## src/rtl/line_timing_pkg.sv

```systemverilog
// Constants, field layouts and carriers for the line-sensor timing control block.
// Assumes a single 200 MHz clock; one internal state lasts one clock cycle.
package line_timing_pkg;

  // ==========================================================================
  // Register offsets
  localparam logic [6:0] OFS_FINE_DELAY_TAP_SET3   = 7'h4b;
  localparam logic [6:0] OFS_INV_DELAY_STATE_SET1  = 7'h4c;
  localparam logic [6:0] OFS_INV_DELAY_STATE_SET2  = 7'h4d;
  localparam logic [6:0] OFS_INV_DELAY_STATE_SET3  = 7'h4e;
  localparam logic [6:0] OFS_TIMING_GEN_CONTROL    = 7'h50;
  localparam logic [6:0] OFS_TIMING_GEN_MODE       = 7'h51;

  // ==========================================================================
  // Reset values and writable-bit masks
  localparam logic [15:0] REG_RESET        = 16'h0000;
  localparam logic [15:0] MASK_TAP_SET3    = 16'h83ff;
  localparam logic [15:0] MASK_INV_STATE   = 16'hfffe;
  localparam logic [15:0] MASK_TG_CONTROL  = 16'h0381;
  localparam logic [15:0] MASK_TG_MODE     = 16'hf347;

  // ==========================================================================
  // Field positions
  localparam int TAP_COMBINE_BIT      = 15;
  localparam int TAP_FIELD_MSB        = 9;
  localparam int STATE_SEL_MSB        = 15;
  localparam int STATE_SEL_LSB        = 10;
  localparam int INV_FIELD_MSB        = 9;
  localparam int INV_FIELD_LSB        = 1;
  localparam int EVEN_ONLY_BIT        = 9;
  localparam int CLOCK_FORCE_BIT      = 8;
  localparam int ADC_GEN_EN_BIT       = 7;
  localparam int CAPTURE_RUN_BIT      = 0;
  localparam int TRIG_WIDTH_MSB       = 15;
  localparam int TRIG_WIDTH_LSB       = 13;
  localparam int TRIG_INVERT_BIT      = 12;
  localparam int SYNC_RISE_SRC_BIT    = 9;
  localparam int SYNC_SRC_BIT         = 8;
  localparam int TRIG_INTERNAL_BIT    = 6;
  localparam int TRIG_CLEAR_MSB       = 2;

  // ==========================================================================
  // Serial frame and state counting
  localparam logic [4:0] ADDR_BITS      = 5'd8;
  localparam logic [4:0] FRAME_BITS     = 5'd24;
  localparam logic [2:0] STATES_LOW_RES = 3'd3;
  localparam logic [2:0] STATES_HI_RES  = 3'd6;
  localparam logic [3:0] PAGE_LAST      = 4'hc;
  localparam int         DELAY_SETS     = 3;

  typedef enum logic [1:0] {SER_IDLE, SER_ADDR, SER_DATA} ser_state_e;

  // Host serial pins, sampled on the core clock
  typedef struct packed {
    logic cs_n;
    logic sclk;
    logic sdi;
  } host_pins_s;

  // Per-set delay selection towards the analog delay line
  typedef struct packed {
    logic       active;
    logic [8:0] inv_tap;
  } delay_set_s;

endpackage

```

## src/rtl/delay_set_apply.sv

```systemverilog
// One delay set: decides whether the set applies in the current state.
// Assumes the state index is in 0..5 and the fields come straight from registers.
`timescale 1ns/1ps
module delay_set_apply
  import line_timing_pkg::*;
(
  // Clock and reset
  input  wire logic       core_clk_in,
  input  wire logic       nrst_in,
  // Settings and current state
  input  wire logic [5:0] state_sel_in,
  input  wire logic [8:0] inv_tap_in,
  input  wire logic [2:0] state_idx_in,
  input  wire logic       enable_in,
  // Result
  output delay_set_s      set_out
);

  // One-hot state selection, zero selects nothing
  function automatic logic state_hit(input logic [5:0] sel, input logic [2:0] idx);
    state_hit = sel[idx];
  endfunction

  wire logic hit_now;
  assign hit_now = enable_in & state_hit(state_sel_in, state_idx_in);

  always_ff @(posedge core_clk_in or negedge nrst_in) begin
    if (!nrst_in) begin
      set_out <= '0;
    end else begin
      set_out.active  <= hit_now;
      set_out.inv_tap <= hit_now ? inv_tap_in : 9'h000;
    end
  end

endmodule

```

## src/rtl/line_timing_ctrl.sv

```systemverilog
// Timing-generator control: serial register port, state counter, AFE clocks,
// line trigger, trigger clear and line-sync event selection.
// Assumes host pins and event inputs are synchronous to core_clk_in.
// Function
// - Tap field 3 one-hot: 00 no clock, 01 undelayed, higher bits add tenths.
// - Bit 15 of tap set 3 picks OR (0) or AND (1) tap combining.
// - State selection is six-bit one-hot; 00 none, 01..20 states 0..5.
// - Inverted-tap field bits 9..1 one-hot; 00 none; bit 0 reserved.
// - Bits 15..10 of each inverted register choose that set's state.
// - Control bit 9 set: AFE clocks only in even cycles.
// - Control bit 8 set: AFE clocks ignore the timing window.
// - Control bit 7 enables internal ADC sample clock generation.
// - Control bit 0 starts image capture; clear means idle.
// - Trigger width field sets output pulse width in states.
// - Mode bit 12 inverts an external trigger input.
// - Mode bit 9 picks internal or external line-sync rising event.
// - Line-sync falling event always comes from internal patterns; with mode bit 8 set the output follows the external input instead.
// - Mode bit 8 chooses line-sync source; one means external input.
// - Mode bit 6 set: trigger generated internally; clear: external input.
// - Trigger clear delayed by clear field states after the trigger.
// - Page select 00..0C chooses which drive clock the taps address.
// - Resolution gives 3 or 6 states per ADC clock cycle.
`timescale 1ns/1ps
module line_timing_ctrl
  import line_timing_pkg::*;
(
  // Clock and reset
  input  wire logic       core_clk_in,
  input  wire logic       nrst_in,
  // Serial host port
  input  host_pins_s      host_in,
  output logic            sdo_out,
  output logic            sdo_oe_out,
  // Configuration from neighbouring blocks
  input  wire logic       pattern_resolution_in,
  input  wire logic [3:0] delay_page_sel_in,
  input  wire logic       afe_window_in,
  // Line events
  input  wire logic       line_start_in,
  input  wire logic       line_trigger_in,
  input  wire logic       sync_rise_int_in,
  input  wire logic       sync_fall_int_in,
  input  wire logic       sync_rise_ext_in,
  input  wire logic       line_sync_ext_in,
  // AFE clocks
  output logic            adc_sample_clock_out,
  output logic            sampling_clock_a_out,
  output logic            sampling_clock_b_out,
  // Trigger and line sync
  output logic            line_trigger_out,
  output logic            line_trigger_oe_out,
  output logic            trigger_clear_out,
  output logic            line_sync_out,
  output logic            capture_run_out,
  // Fine delay towards the delay line
  output logic [3:0]      delay_page_out,
  output logic [9:0]      delay_tap_field3_out,
  output logic            tap_combine_sel3_out,
  output logic            sensor_drive_clock_en_out,
  output delay_set_s      delay_set_out [DELAY_SETS]
);

  // ==========================================================================
  // Registers
  logic [15:0] tap_set3_r, inv_set_r [DELAY_SETS], tg_control_r, tg_mode_r;
  ser_state_e  ser_state_r;
  logic [4:0]  bit_cnt_r;
  logic [15:0] shift_in_r, shift_out_r;
  logic [6:0]  addr_r;
  logic        rd_r, sclk_q_r;

  wire logic sclk_rise, frame_off, addr_done, write_done;
  assign sclk_rise  = host_in.sclk & ~sclk_q_r;
  assign frame_off  = host_in.cs_n;
  assign addr_done  = sclk_rise & (ser_state_r == SER_ADDR) & (bit_cnt_r == ADDR_BITS - 5'd1);
  assign write_done = sclk_rise & (ser_state_r == SER_DATA) & (bit_cnt_r == FRAME_BITS - 5'd1)
                      & ~rd_r;

  wire logic [6:0] addr_now;
  assign addr_now = {shift_in_r[5:0], host_in.sdi};

  // Read mux; unmapped offsets read zero
  function automatic logic [15:0] reg_read(input logic [6:0] a);
    unique case (a)
      OFS_FINE_DELAY_TAP_SET3:  reg_read = tap_set3_r;
      OFS_INV_DELAY_STATE_SET1: reg_read = inv_set_r[0];
      OFS_INV_DELAY_STATE_SET2: reg_read = inv_set_r[1];
      OFS_INV_DELAY_STATE_SET3: reg_read = inv_set_r[2];
      OFS_TIMING_GEN_CONTROL:   reg_read = tg_control_r;
      OFS_TIMING_GEN_MODE:      reg_read = tg_mode_r;
      default:                  reg_read = 16'h0000;
    endcase
  endfunction

  wire logic [15:0] wr_data, rd_word;
  assign wr_data = {shift_in_r[14:0], host_in.sdi};
  assign rd_word = reg_read(addr_now);

  // ==========================================================================
  // Serial frame: 1 read flag, 7 address bits, 16 data bits, MSB first
  always_ff @(posedge core_clk_in or negedge nrst_in) begin
    if (!nrst_in) begin
      ser_state_r <= SER_IDLE;
      bit_cnt_r   <= '0;
      shift_in_r  <= '0;
      shift_out_r <= '0;
      addr_r      <= '0;
      rd_r        <= 1'b0;
      sclk_q_r    <= 1'b0;
      sdo_out     <= 1'b0;
      sdo_oe_out  <= 1'b0;
    end else begin
      sclk_q_r <= host_in.sclk;
      if (frame_off) begin
        ser_state_r <= SER_IDLE;
        bit_cnt_r   <= '0;
        sdo_oe_out  <= 1'b0;
      end else begin
        unique case (ser_state_r)
          SER_IDLE: begin
            ser_state_r <= SER_ADDR;
          end
          SER_ADDR: begin
            if (sclk_rise) begin
              shift_in_r <= wr_data;
              bit_cnt_r  <= bit_cnt_r + 5'd1;
              if (bit_cnt_r == 5'd0) begin
                rd_r <= host_in.sdi;
              end
              if (addr_done) begin
                addr_r      <= addr_now;
                ser_state_r <= SER_DATA;
                shift_out_r <= {rd_word[14:0], 1'b0};
                sdo_out     <= rd_word[15];
                sdo_oe_out  <= rd_r;
              end
            end
          end
          SER_DATA: begin
            if (sclk_rise) begin
              shift_in_r  <= wr_data;
              shift_out_r <= {shift_out_r[14:0], 1'b0};
              sdo_out     <= shift_out_r[15];
              bit_cnt_r   <= (bit_cnt_r == FRAME_BITS - 5'd1) ? 5'd0 : bit_cnt_r + 5'd1;
              if (bit_cnt_r == FRAME_BITS - 5'd1) begin
                ser_state_r <= SER_IDLE;
                sdo_oe_out  <= 1'b0;
              end
            end
          end
        endcase
      end
    end
  end

  // ==========================================================================
  // Register writes; reserved bits are masked off
  always_ff @(posedge core_clk_in or negedge nrst_in) begin
    if (!nrst_in) begin
      tap_set3_r   <= REG_RESET;
      inv_set_r    <= '{default: REG_RESET};
      tg_control_r <= REG_RESET;
      tg_mode_r    <= REG_RESET;
    end else if (write_done) begin
      unique case (addr_r)
        OFS_FINE_DELAY_TAP_SET3:  tap_set3_r   <= wr_data & MASK_TAP_SET3;
        OFS_INV_DELAY_STATE_SET1: inv_set_r[0] <= wr_data & MASK_INV_STATE;
        OFS_INV_DELAY_STATE_SET2: inv_set_r[1] <= wr_data & MASK_INV_STATE;
        OFS_INV_DELAY_STATE_SET3: inv_set_r[2] <= wr_data & MASK_INV_STATE;
        OFS_TIMING_GEN_CONTROL:   tg_control_r <= wr_data & MASK_TG_CONTROL;
        OFS_TIMING_GEN_MODE:      tg_mode_r    <= wr_data & MASK_TG_MODE;
        default:                  ;
      endcase
    end
  end

  // ==========================================================================
  // Internal state counter, 3 or 6 states per ADC cycle
  logic [2:0] state_idx_r;
  logic       odd_cycle_r;
  wire logic  run, state_last;
  wire logic [2:0] state_count;
  assign run         = tg_control_r[CAPTURE_RUN_BIT];
  assign state_count = pattern_resolution_in ? STATES_HI_RES : STATES_LOW_RES;
  assign state_last  = (state_idx_r == state_count - 3'd1);

  always_ff @(posedge core_clk_in or negedge nrst_in) begin
    if (!nrst_in) begin
      state_idx_r <= '0;
      odd_cycle_r <= 1'b0;
    end else if (!run || trigger_clear_out) begin
      state_idx_r <= '0;
      odd_cycle_r <= 1'b0;
    end else begin
      state_idx_r <= state_last ? 3'd0 : state_idx_r + 3'd1;
      odd_cycle_r <= odd_cycle_r ^ state_last;
    end
  end

  // ==========================================================================
  // AFE clocks
  wire logic afe_gate, adc_phase_hi;
  assign afe_gate = run & tg_control_r[ADC_GEN_EN_BIT]
                    & (tg_control_r[CLOCK_FORCE_BIT] | afe_window_in)
                    & ~(tg_control_r[EVEN_ONLY_BIT] & odd_cycle_r);
  assign adc_phase_hi = (state_idx_r < (state_count >> 1));

  always_ff @(posedge core_clk_in or negedge nrst_in) begin
    if (!nrst_in) begin
      adc_sample_clock_out <= 1'b0;
      sampling_clock_a_out <= 1'b0;
      sampling_clock_b_out <= 1'b0;
    end else begin
      adc_sample_clock_out <= afe_gate & adc_phase_hi;
      sampling_clock_a_out <= afe_gate & (state_idx_r == 3'd0);
      sampling_clock_b_out <= afe_gate & state_last;
    end
  end

  // ==========================================================================
  // Line trigger, its width and the delayed clear
  logic       ext_trig_q_r;
  logic [2:0] width_cnt_r, clear_cnt_r;
  logic       clear_pend_r;
  wire logic  trig_internal, ext_level, trig_event;
  wire logic [2:0] width_code, width_states, clear_code;
  assign trig_internal = tg_mode_r[TRIG_INTERNAL_BIT];
  assign ext_level     = line_trigger_in ^ tg_mode_r[TRIG_INVERT_BIT];
  assign trig_event    = run & (trig_internal ? line_start_in : (ext_level & ~ext_trig_q_r));
  assign width_code    = tg_mode_r[TRIG_WIDTH_MSB:TRIG_WIDTH_LSB];
  assign width_states  = (width_code == 3'd0) ? 3'd1 : width_code;
  assign clear_code    = tg_mode_r[TRIG_CLEAR_MSB:0];

  always_ff @(posedge core_clk_in or negedge nrst_in) begin
    if (!nrst_in) begin
      ext_trig_q_r        <= 1'b0;
      width_cnt_r         <= '0;
      line_trigger_out    <= 1'b0;
      line_trigger_oe_out <= 1'b0;
    end else begin
      ext_trig_q_r        <= ext_level;
      line_trigger_oe_out <= trig_internal;
      if (trig_internal && trig_event) begin
        width_cnt_r      <= width_states - 3'd1;
        line_trigger_out <= 1'b1;
      end else if (width_cnt_r != 3'd0) begin
        width_cnt_r <= width_cnt_r - 3'd1;
      end else begin
        line_trigger_out <= 1'b0;
      end
    end
  end

  always_ff @(posedge core_clk_in or negedge nrst_in) begin
    if (!nrst_in) begin
      clear_cnt_r       <= '0;
      clear_pend_r      <= 1'b0;
      trigger_clear_out <= 1'b0;
    end else begin
      trigger_clear_out <= 1'b0;
      if (trig_event) begin
        clear_cnt_r       <= clear_code;
        clear_pend_r      <= (clear_code != 3'd0);
        trigger_clear_out <= (clear_code == 3'd0);
      end else if (clear_pend_r) begin
        clear_cnt_r <= clear_cnt_r - 3'd1;
        if (clear_cnt_r == 3'd1) begin
          clear_pend_r      <= 1'b0;
          trigger_clear_out <= 1'b1;
        end
      end
    end
  end

  // ==========================================================================
  // Line sync
  wire logic rise_event, sync_external;
  assign sync_external = tg_mode_r[SYNC_SRC_BIT];
  assign rise_event    = tg_mode_r[SYNC_RISE_SRC_BIT] ? sync_rise_ext_in : sync_rise_int_in;

  always_ff @(posedge core_clk_in or negedge nrst_in) begin
    if (!nrst_in) begin
      line_sync_out <= 1'b0;
    end else if (sync_external) begin
      line_sync_out <= line_sync_ext_in;
    end else if (sync_fall_int_in) begin
      line_sync_out <= 1'b0;
    end else if (rise_event) begin
      line_sync_out <= 1'b1;
    end
  end

  // ==========================================================================
  // Fine delay selection
  wire logic page_valid;
  assign page_valid = (delay_page_sel_in <= PAGE_LAST);

  always_ff @(posedge core_clk_in or negedge nrst_in) begin
    if (!nrst_in) begin
      capture_run_out           <= 1'b0;
      delay_page_out            <= '0;
      delay_tap_field3_out      <= '0;
      tap_combine_sel3_out      <= 1'b0;
      sensor_drive_clock_en_out <= 1'b0;
    end else begin
      capture_run_out           <= run;
      delay_page_out            <= page_valid ? delay_page_sel_in : delay_page_out;
      delay_tap_field3_out      <= tap_set3_r[TAP_FIELD_MSB:0];
      tap_combine_sel3_out      <= tap_set3_r[TAP_COMBINE_BIT];
      sensor_drive_clock_en_out <= |tap_set3_r[TAP_FIELD_MSB:0];
    end
  end

  for (genvar g = 0; g < DELAY_SETS; g++) begin : g_set
    delay_set_apply u_set (
      .core_clk_in  (core_clk_in),
      .nrst_in      (nrst_in),
      .state_sel_in (inv_set_r[g][STATE_SEL_MSB:STATE_SEL_LSB]),
      .inv_tap_in   (inv_set_r[g][INV_FIELD_MSB:INV_FIELD_LSB]),
      .state_idx_in (state_idx_r),
      .enable_in    (run & page_valid),
      .set_out      (delay_set_out[g])
    );
  end
endmodule

```

## config.mk

```make
export PLATFORM = sky130hd
export DESIGN_NAME = line_timing_ctrl
export DESIGN_NICKNAME = d
export VERILOG_FILES = /design/src/rtl/line_timing_pkg.sv /design/src/rtl/delay_set_apply.sv /design/src/rtl/line_timing_ctrl.sv
export SDC_FILE = /design/constraint.sdc
export NUM_CORES = 1
export LEC_CHECK = 0
export BUFFER_PORTS_ARGS = -buffer_cell sky130_fd_sc_hd__buf_2
export CAP_MARGIN = 10
export CORE_AREA = 3 3 129 131
export DETAILED_ROUTE_END_ITERATION = 12
export DIE_AREA = 0 0 132 134
export HOLD_SLACK_MARGIN = 0.05
export PLACE_DENSITY = 0.75
export SKIP_CTS_REPAIR_TIMING = 1
export SLEW_MARGIN = 40
export SYNTH_ARGS = -nofsm -noshare
export SYNTH_HDL_FRONTEND = slang
export SYNTH_SLANG_ARGS = --single-unit
```

## constraint.sdc

```tcl
create_clock -name core_clk_in -period 2.2 [get_ports core_clk_in]
set_input_delay 0.22 -clock core_clk_in [delete_from_list [all_inputs] [get_ports core_clk_in]]
set_output_delay 0.22 -clock core_clk_in [all_outputs]
set_load 0.01 [all_outputs]
```

# ---- Word-level counts from Yosys, hierarchy flattened
# Index checks and enable logic that the tools add are counted.
dict set report word_totals {
  reg_bits 185
  in_bits 17
  output_inout_bits 56
  wordCells 188
}
dict set report op_classes {
  n_addsub 6
  n_lt_le_gt_ge 3
  eq_ne 26
  n_mux 57
  bitwise_logic 27
  n_reduce_logical 30
}
# operator count
set ops {}
lappend ops {{$pmux W16 S6} 1}
lappend ops {{$eq A7 B7 Y1 const B} 12}
lappend ops {{$mux W16} 3}
lappend ops {{$pmux W16 S2} 1}
lappend ops {{$mux W9} 3}
lappend ops {{$mux W1} 25}
lappend ops {{$mux W3} 8}
lappend ops {{$mux W5} 4}
lappend ops {{$and A1 B1 Y1} 19}
lappend ops {{$reduce_and A2 Y1} 6}
lappend ops {{$reduce_and A4 Y1} 3}
lappend ops {{$reduce_bool A3 Y1} 4}
lappend ops {{$sub A3 B1 Y3 const B} 4}
lappend ops {{$mux W2} 5}
lappend ops {{$pmux W5 S2} 1}
lappend ops {{$reduce_and A5 Y1} 2}
lappend ops {{$reduce_or A10 Y1} 1}
lappend ops {{$bmux W1 S3} 3}
lappend ops {{$logic_not A3 Y1} 3}
lappend ops {{$ne A3 B3 Y1 const B} 3}
lappend ops {{$ne A2 B2 Y1 const B} 4}
lappend ops {{$pmux W2 S3} 1}
lappend ops {{$reduce_and A3 Y1} 2}
lappend ops {{$reduce_bool A2 Y1} 3}
lappend ops {{other kinds (22)} 28}

# ---- Depth between registers and ports, before layout
dict set report depth {
  ltp_word 8
  ltp_mapped 8
  depth_no_buf 7
}

# ---- Cells and area by module
# From an unflattened synthesis, not the netlist that was laid out.
dict set report hier_totals {
  hier_cells 652
  hier_area_um2 8181.6
}
# module n_inst cells_each area_each_um2 seq_area_each_um2
set modules_own_cells {}
lappend modules_own_cells {line_timing_ctrl 1 571 6961.7 3853.7}
lappend modules_own_cells {delay_set_apply 3 27 406.6 250.2}

# ---- Worst setup path before layout
# OpenSTA, ideal clock, no wires.
dict set report synth_timing {
  path_kind {reg-to-reg}
  startpoint {register bit_cnt_r[0]}
  endpoint {register inv_set_r[23] in the netlist's numbering}
  setup_time_ns 0.125
  t_arrival_ns 2.081
  t_required_ns 2.075
  slack_ns -0.006
  stages_incl_launch_ff 7
  n_path_buf 1
  synth_period_minus_slack_ns 2.206
  path_cell_list {dfrtp_1 ha_1 and4b_2 nand4_4 nor4b_2 buf_6 mux2_2}
}
dict set report synth_between {
  elab_chain_len 4
}
# element line_no
set synth_lines {}
lappend synth_lines {{start, declared} line_timing_ctrl.sv:67} ;# logic [4:0] bit_cnt_r;
lappend synth_lines {{start signal, assigned} line_timing_ctrl.sv:126} ;# bit_cnt_r <= bit_cnt_r + 5'd1;
lappend synth_lines {{start signal, assigned} line_timing_ctrl.sv:144} ;# bit_cnt_r <= (bit_cnt_r == FRAME_BITS - 5'd1) ? 5'd0 : bit_cnt_r + 5'd1;
lappend synth_lines {{$eq A5 B5 Y1} line_timing_ctrl.sv:76} ;# assign write_done = sclk_rise & (ser_state_r == SER_DATA) & (bit_cnt_r == FRAME_BITS - 5'd1)
lappend synth_lines {{$and A1 B1 Y1} line_timing_ctrl.sv:76}
lappend synth_lines {{$and A1 B1 Y1} line_timing_ctrl.sv:77} ;# & ~rd_r;
lappend synth_lines {{$reduce_and A2 Y1 (no source line)} --}
lappend synth_lines {{end, declared} line_timing_ctrl.sv:65} ;# logic [15:0] tap_set3_r, inv_set_r [DELAY_SETS], tg_control_r, tg_mode_r;
# Every way passes these cells.
# A chain may end at the register's enable or synchronous reset.

# ---- Final worst setup path
dict set report layout_timing {
  startpoint {register bit_cnt_r[0]}
  endpoint {register inv_set_r[9] in the netlist's numbering}
}
# Same word-level chain as after synthesis.

==> results.toml <==
[layout]
fill_cells = 1188
area_delta_synth_final_pct = 19.3
fin_nets = 802
drive_gt1_frac = 0.352
final_cell_count_no_fill = 1003
final_core_util = 0.635
multi_input_area_sq_um = 3490
seq_area_sq_um = 4600
diodes = 0

[cts]
clockRootBuffer = "clkbuf_16"
cts_tree = "yes"
ctsHtreeMaxLevel = 4
worst_skew_pair.late_latency_ps = 430
cts_made_buffers = 17
clock_path_buffers = 2
cts.sinks = 184
clk_pin_slew_worst_paths_ps = 70

[yosys]
ys_top_cells_by_area = "dfrtp_1, mux2_2, mux2i_1"
synth_top_family_by_area = "multiplexers"
yosysSeqAreaShare = 0.551
synthAdderAreaFrac = 0.0165
synth_top_area_frac = 0.551
synthDistinctLibCells = 67
synth_xor_area_frac = 0.00733
yosysTopAreaCell = "dfrtp_1"
synth.most_common_cell = "dfrtp_1"
synth_nets = 690
syn_area_per_cell_sq_um = 12.6
synth_compound_area_frac = 0.0860
synth_commonest_cells = "dfrtp_1, mux2_2, inv_1, and2_1, nand2_1"
syn_inst = 662
synthMuxAreaShare = 0.176
synth.cell_area_sq_um = 8360
synth-main-ff-cell = "dfrtp_1"
synth_seq_cells = 184
synth-simple-area-share = 0.127
synth_edf_count = 0
synthArstFlopShare = 1.00
yosysWarnings = 0

[detailed_routing]
ant_nets = 0
firstDrtPassIters = 5
viasPerCell = 5.85
wire_per_inst_um = 20.2
drc = 0
vias = 5865
totalWireLength_mm = 20.3
drt_iter0_drc = 410

[global_routing]
grt_max_degree = 64
antenna_found_initial = 0
grt_overflow = 0
grt_pass1_vias = 6221
grt_pass1_wl_mm = 33.1
globalRouteTotalUtil = 0.238

[setup_path]
crit_fanout = 8
critPathRequiredTime_ps = 2510
startpoint_type = "flop"
ff2ff_setup_slack_ps = 50
r2r_end = "inv_set_r[9]"
r2r_cells = 5
end_kind = "flop"
critical_path_arrival_ps = 2460
path_class = "reg -> reg"
r2r-start = "bit_cnt_r[0]"

[placed_design]
portBuffers = 72
place.gp.congestion = 0.862
dp_hpwl_mm = 14.3
place_inst = 964

[sta]
fin_setup_tns_ps = 0
setup_viol = 0
rsz0062_at_grt = "false"
slew_headroom = 0.483
fin_crit_ps = 2150
finalHoldViolCount = 0
post-route-period-util = 0.977
fin_skew_ps = 7.99
worst_pin_slew_ps = 773
fmax_mhz = 465
finalMaxSlewViolations = 0

[pwr]
irDropWorstVdd_mv = 0.546
leakage_nw = 4.80
power_density_nw_per_um2 = 824

[floorplanning]
dieArea_sq_um = 17700
io_pins = 73
rows = 46
fp.dieW_um = 132
core_sq_um = 15700
initial_core_util = 0.532
die_h_um = 134

[hold_path]
holdPathStages = 3
hp-class = "in -> reg"
hold_path_end = "line_sync_out"
hp-start = "line_sync_ext_in"

[run]
max-cap-violations = 0

[outcome]
status = "complete, no violations"
[layer usage]
metal / vias up / GRT usage / part of all wire
met5: - / 0 / 0
met4: 0 / 0.0928 / 0.030
met3: 41 / 0.0458 / 0.044
met2: 162 / 0.409 / 0.52
met1: 3021 / 0.299 / 0.41
li1: 2641 / - / -
[sequential cells by signal (all words and copies together) (netlist names), 2 cells and up]
register	cells
tap_set3_r	11
delay_tap_field3_out	10
delay_page_out	4
shift_in_r	15
addr_r	7
tg_mode_r	10
inv_set_r	45
tg_control_r	4
state_idx_r	3
shift_out_r	15
g_set.u_set.set_out	30
bit_cnt_r	5
clear_cnt_r	3
ser_state_r	2
width_cnt_r	3
[worst max-delay path, stage by stage, from the launching register on]
cell,delay (ps)
dfrtp_1,350
ha_1,170
and4b_2,290
nand4_4,200
or4_4,670
mux2_4,350
[area by class of cell]
cell class / count / share of cell area
Sequential cell: 184 / 0.462
Multi-Input combinational cell: 409 / 0.350
Timing Repair Buffer: 130 / 0.0902
Clock buffer: 20 / 0.0458
Tap cell: 216 / 0.0271
Clock inverter: 12 / 0.0127
Inverter: 32 / 0.0120
[how the worst max path moves through the flow]
stage / from / endpoint / slack [ps] / cells past startpoint
after CTS: bit_cnt_r[0] / inv_set_r[9] / 30 / 5
after detailed placement: bit_cnt_r[0] / inv_set_r[9] / 50 / 5
final: bit_cnt_r[0] / inv_set_r[9] / 50 / 5
after global routing: bit_cnt_r[0] / inv_set_r[9] / 0.1 / 5
after global placement: bit_cnt_r[0] / inv_set_r[10] / 120 / 5
after floorplan: bit_cnt_r[0] / inv_set_r[10] / 9 / 7
[power by group]
part,internal (W),switching (W),total [W]
clock network,0.00166,0.00136,0.00303
registers,0.00355,0.000174,0.00373
logic,0.000630,0.000829,0.00146
[cells in the final DEF, fill, tap and decap left out, types with 10 or more instances in the layout]
| cell | Yosys | routed |
|---|---|---|
| nor2_1 | 19 | 19 |
| clkbuf_16 | 0 | 17 |
| nor3_1 | 20 | 19 |
| buf_2 | 6 | 71 |
| inv_1 | 32 | 32 |
| buf_4 | 0 | 44 |
| mux2_2 | 92 | 92 |
| nand3b_1 | 19 | 19 |
| mux2_4 | 10 | 10 |
| ha_1 | 11 | 11 |
| mux2i_1 | 22 | 22 |
| dfrtp_1 | 184 | 184 |
| a211oi_1 | 12 | 12 |
| and2_1 | 28 | 28 |
| nand2_1 | 26 | 26 |
[kinds of logic after synthesis]
logic type | after synthesis
multiplexers | 127
XOR/XNOR | 7
AO/OA/AOI/OAI | 93
AND/OR/NAND/NOR | 170
buffers and inverters | 70
flip-flops | 184
adder cells (fa/ha/maj) | 11
[per-stage QoR]
step	hold slack [ps]	cell area (sq um)	setup slack [ps]	power (W)
after global routing	51.2	9970	0.0977	0.00857
final	37.0	9970	49.7	0.00821
after detailed placement	241	9300	51.9	0.00522
after global placement	240	9300	117	0.00515
after floorplan	-75.6	8370	8.60	0.00459
after CTS	-216	9880	33.1	0.00824
Power figures use the tool's default switching activity.
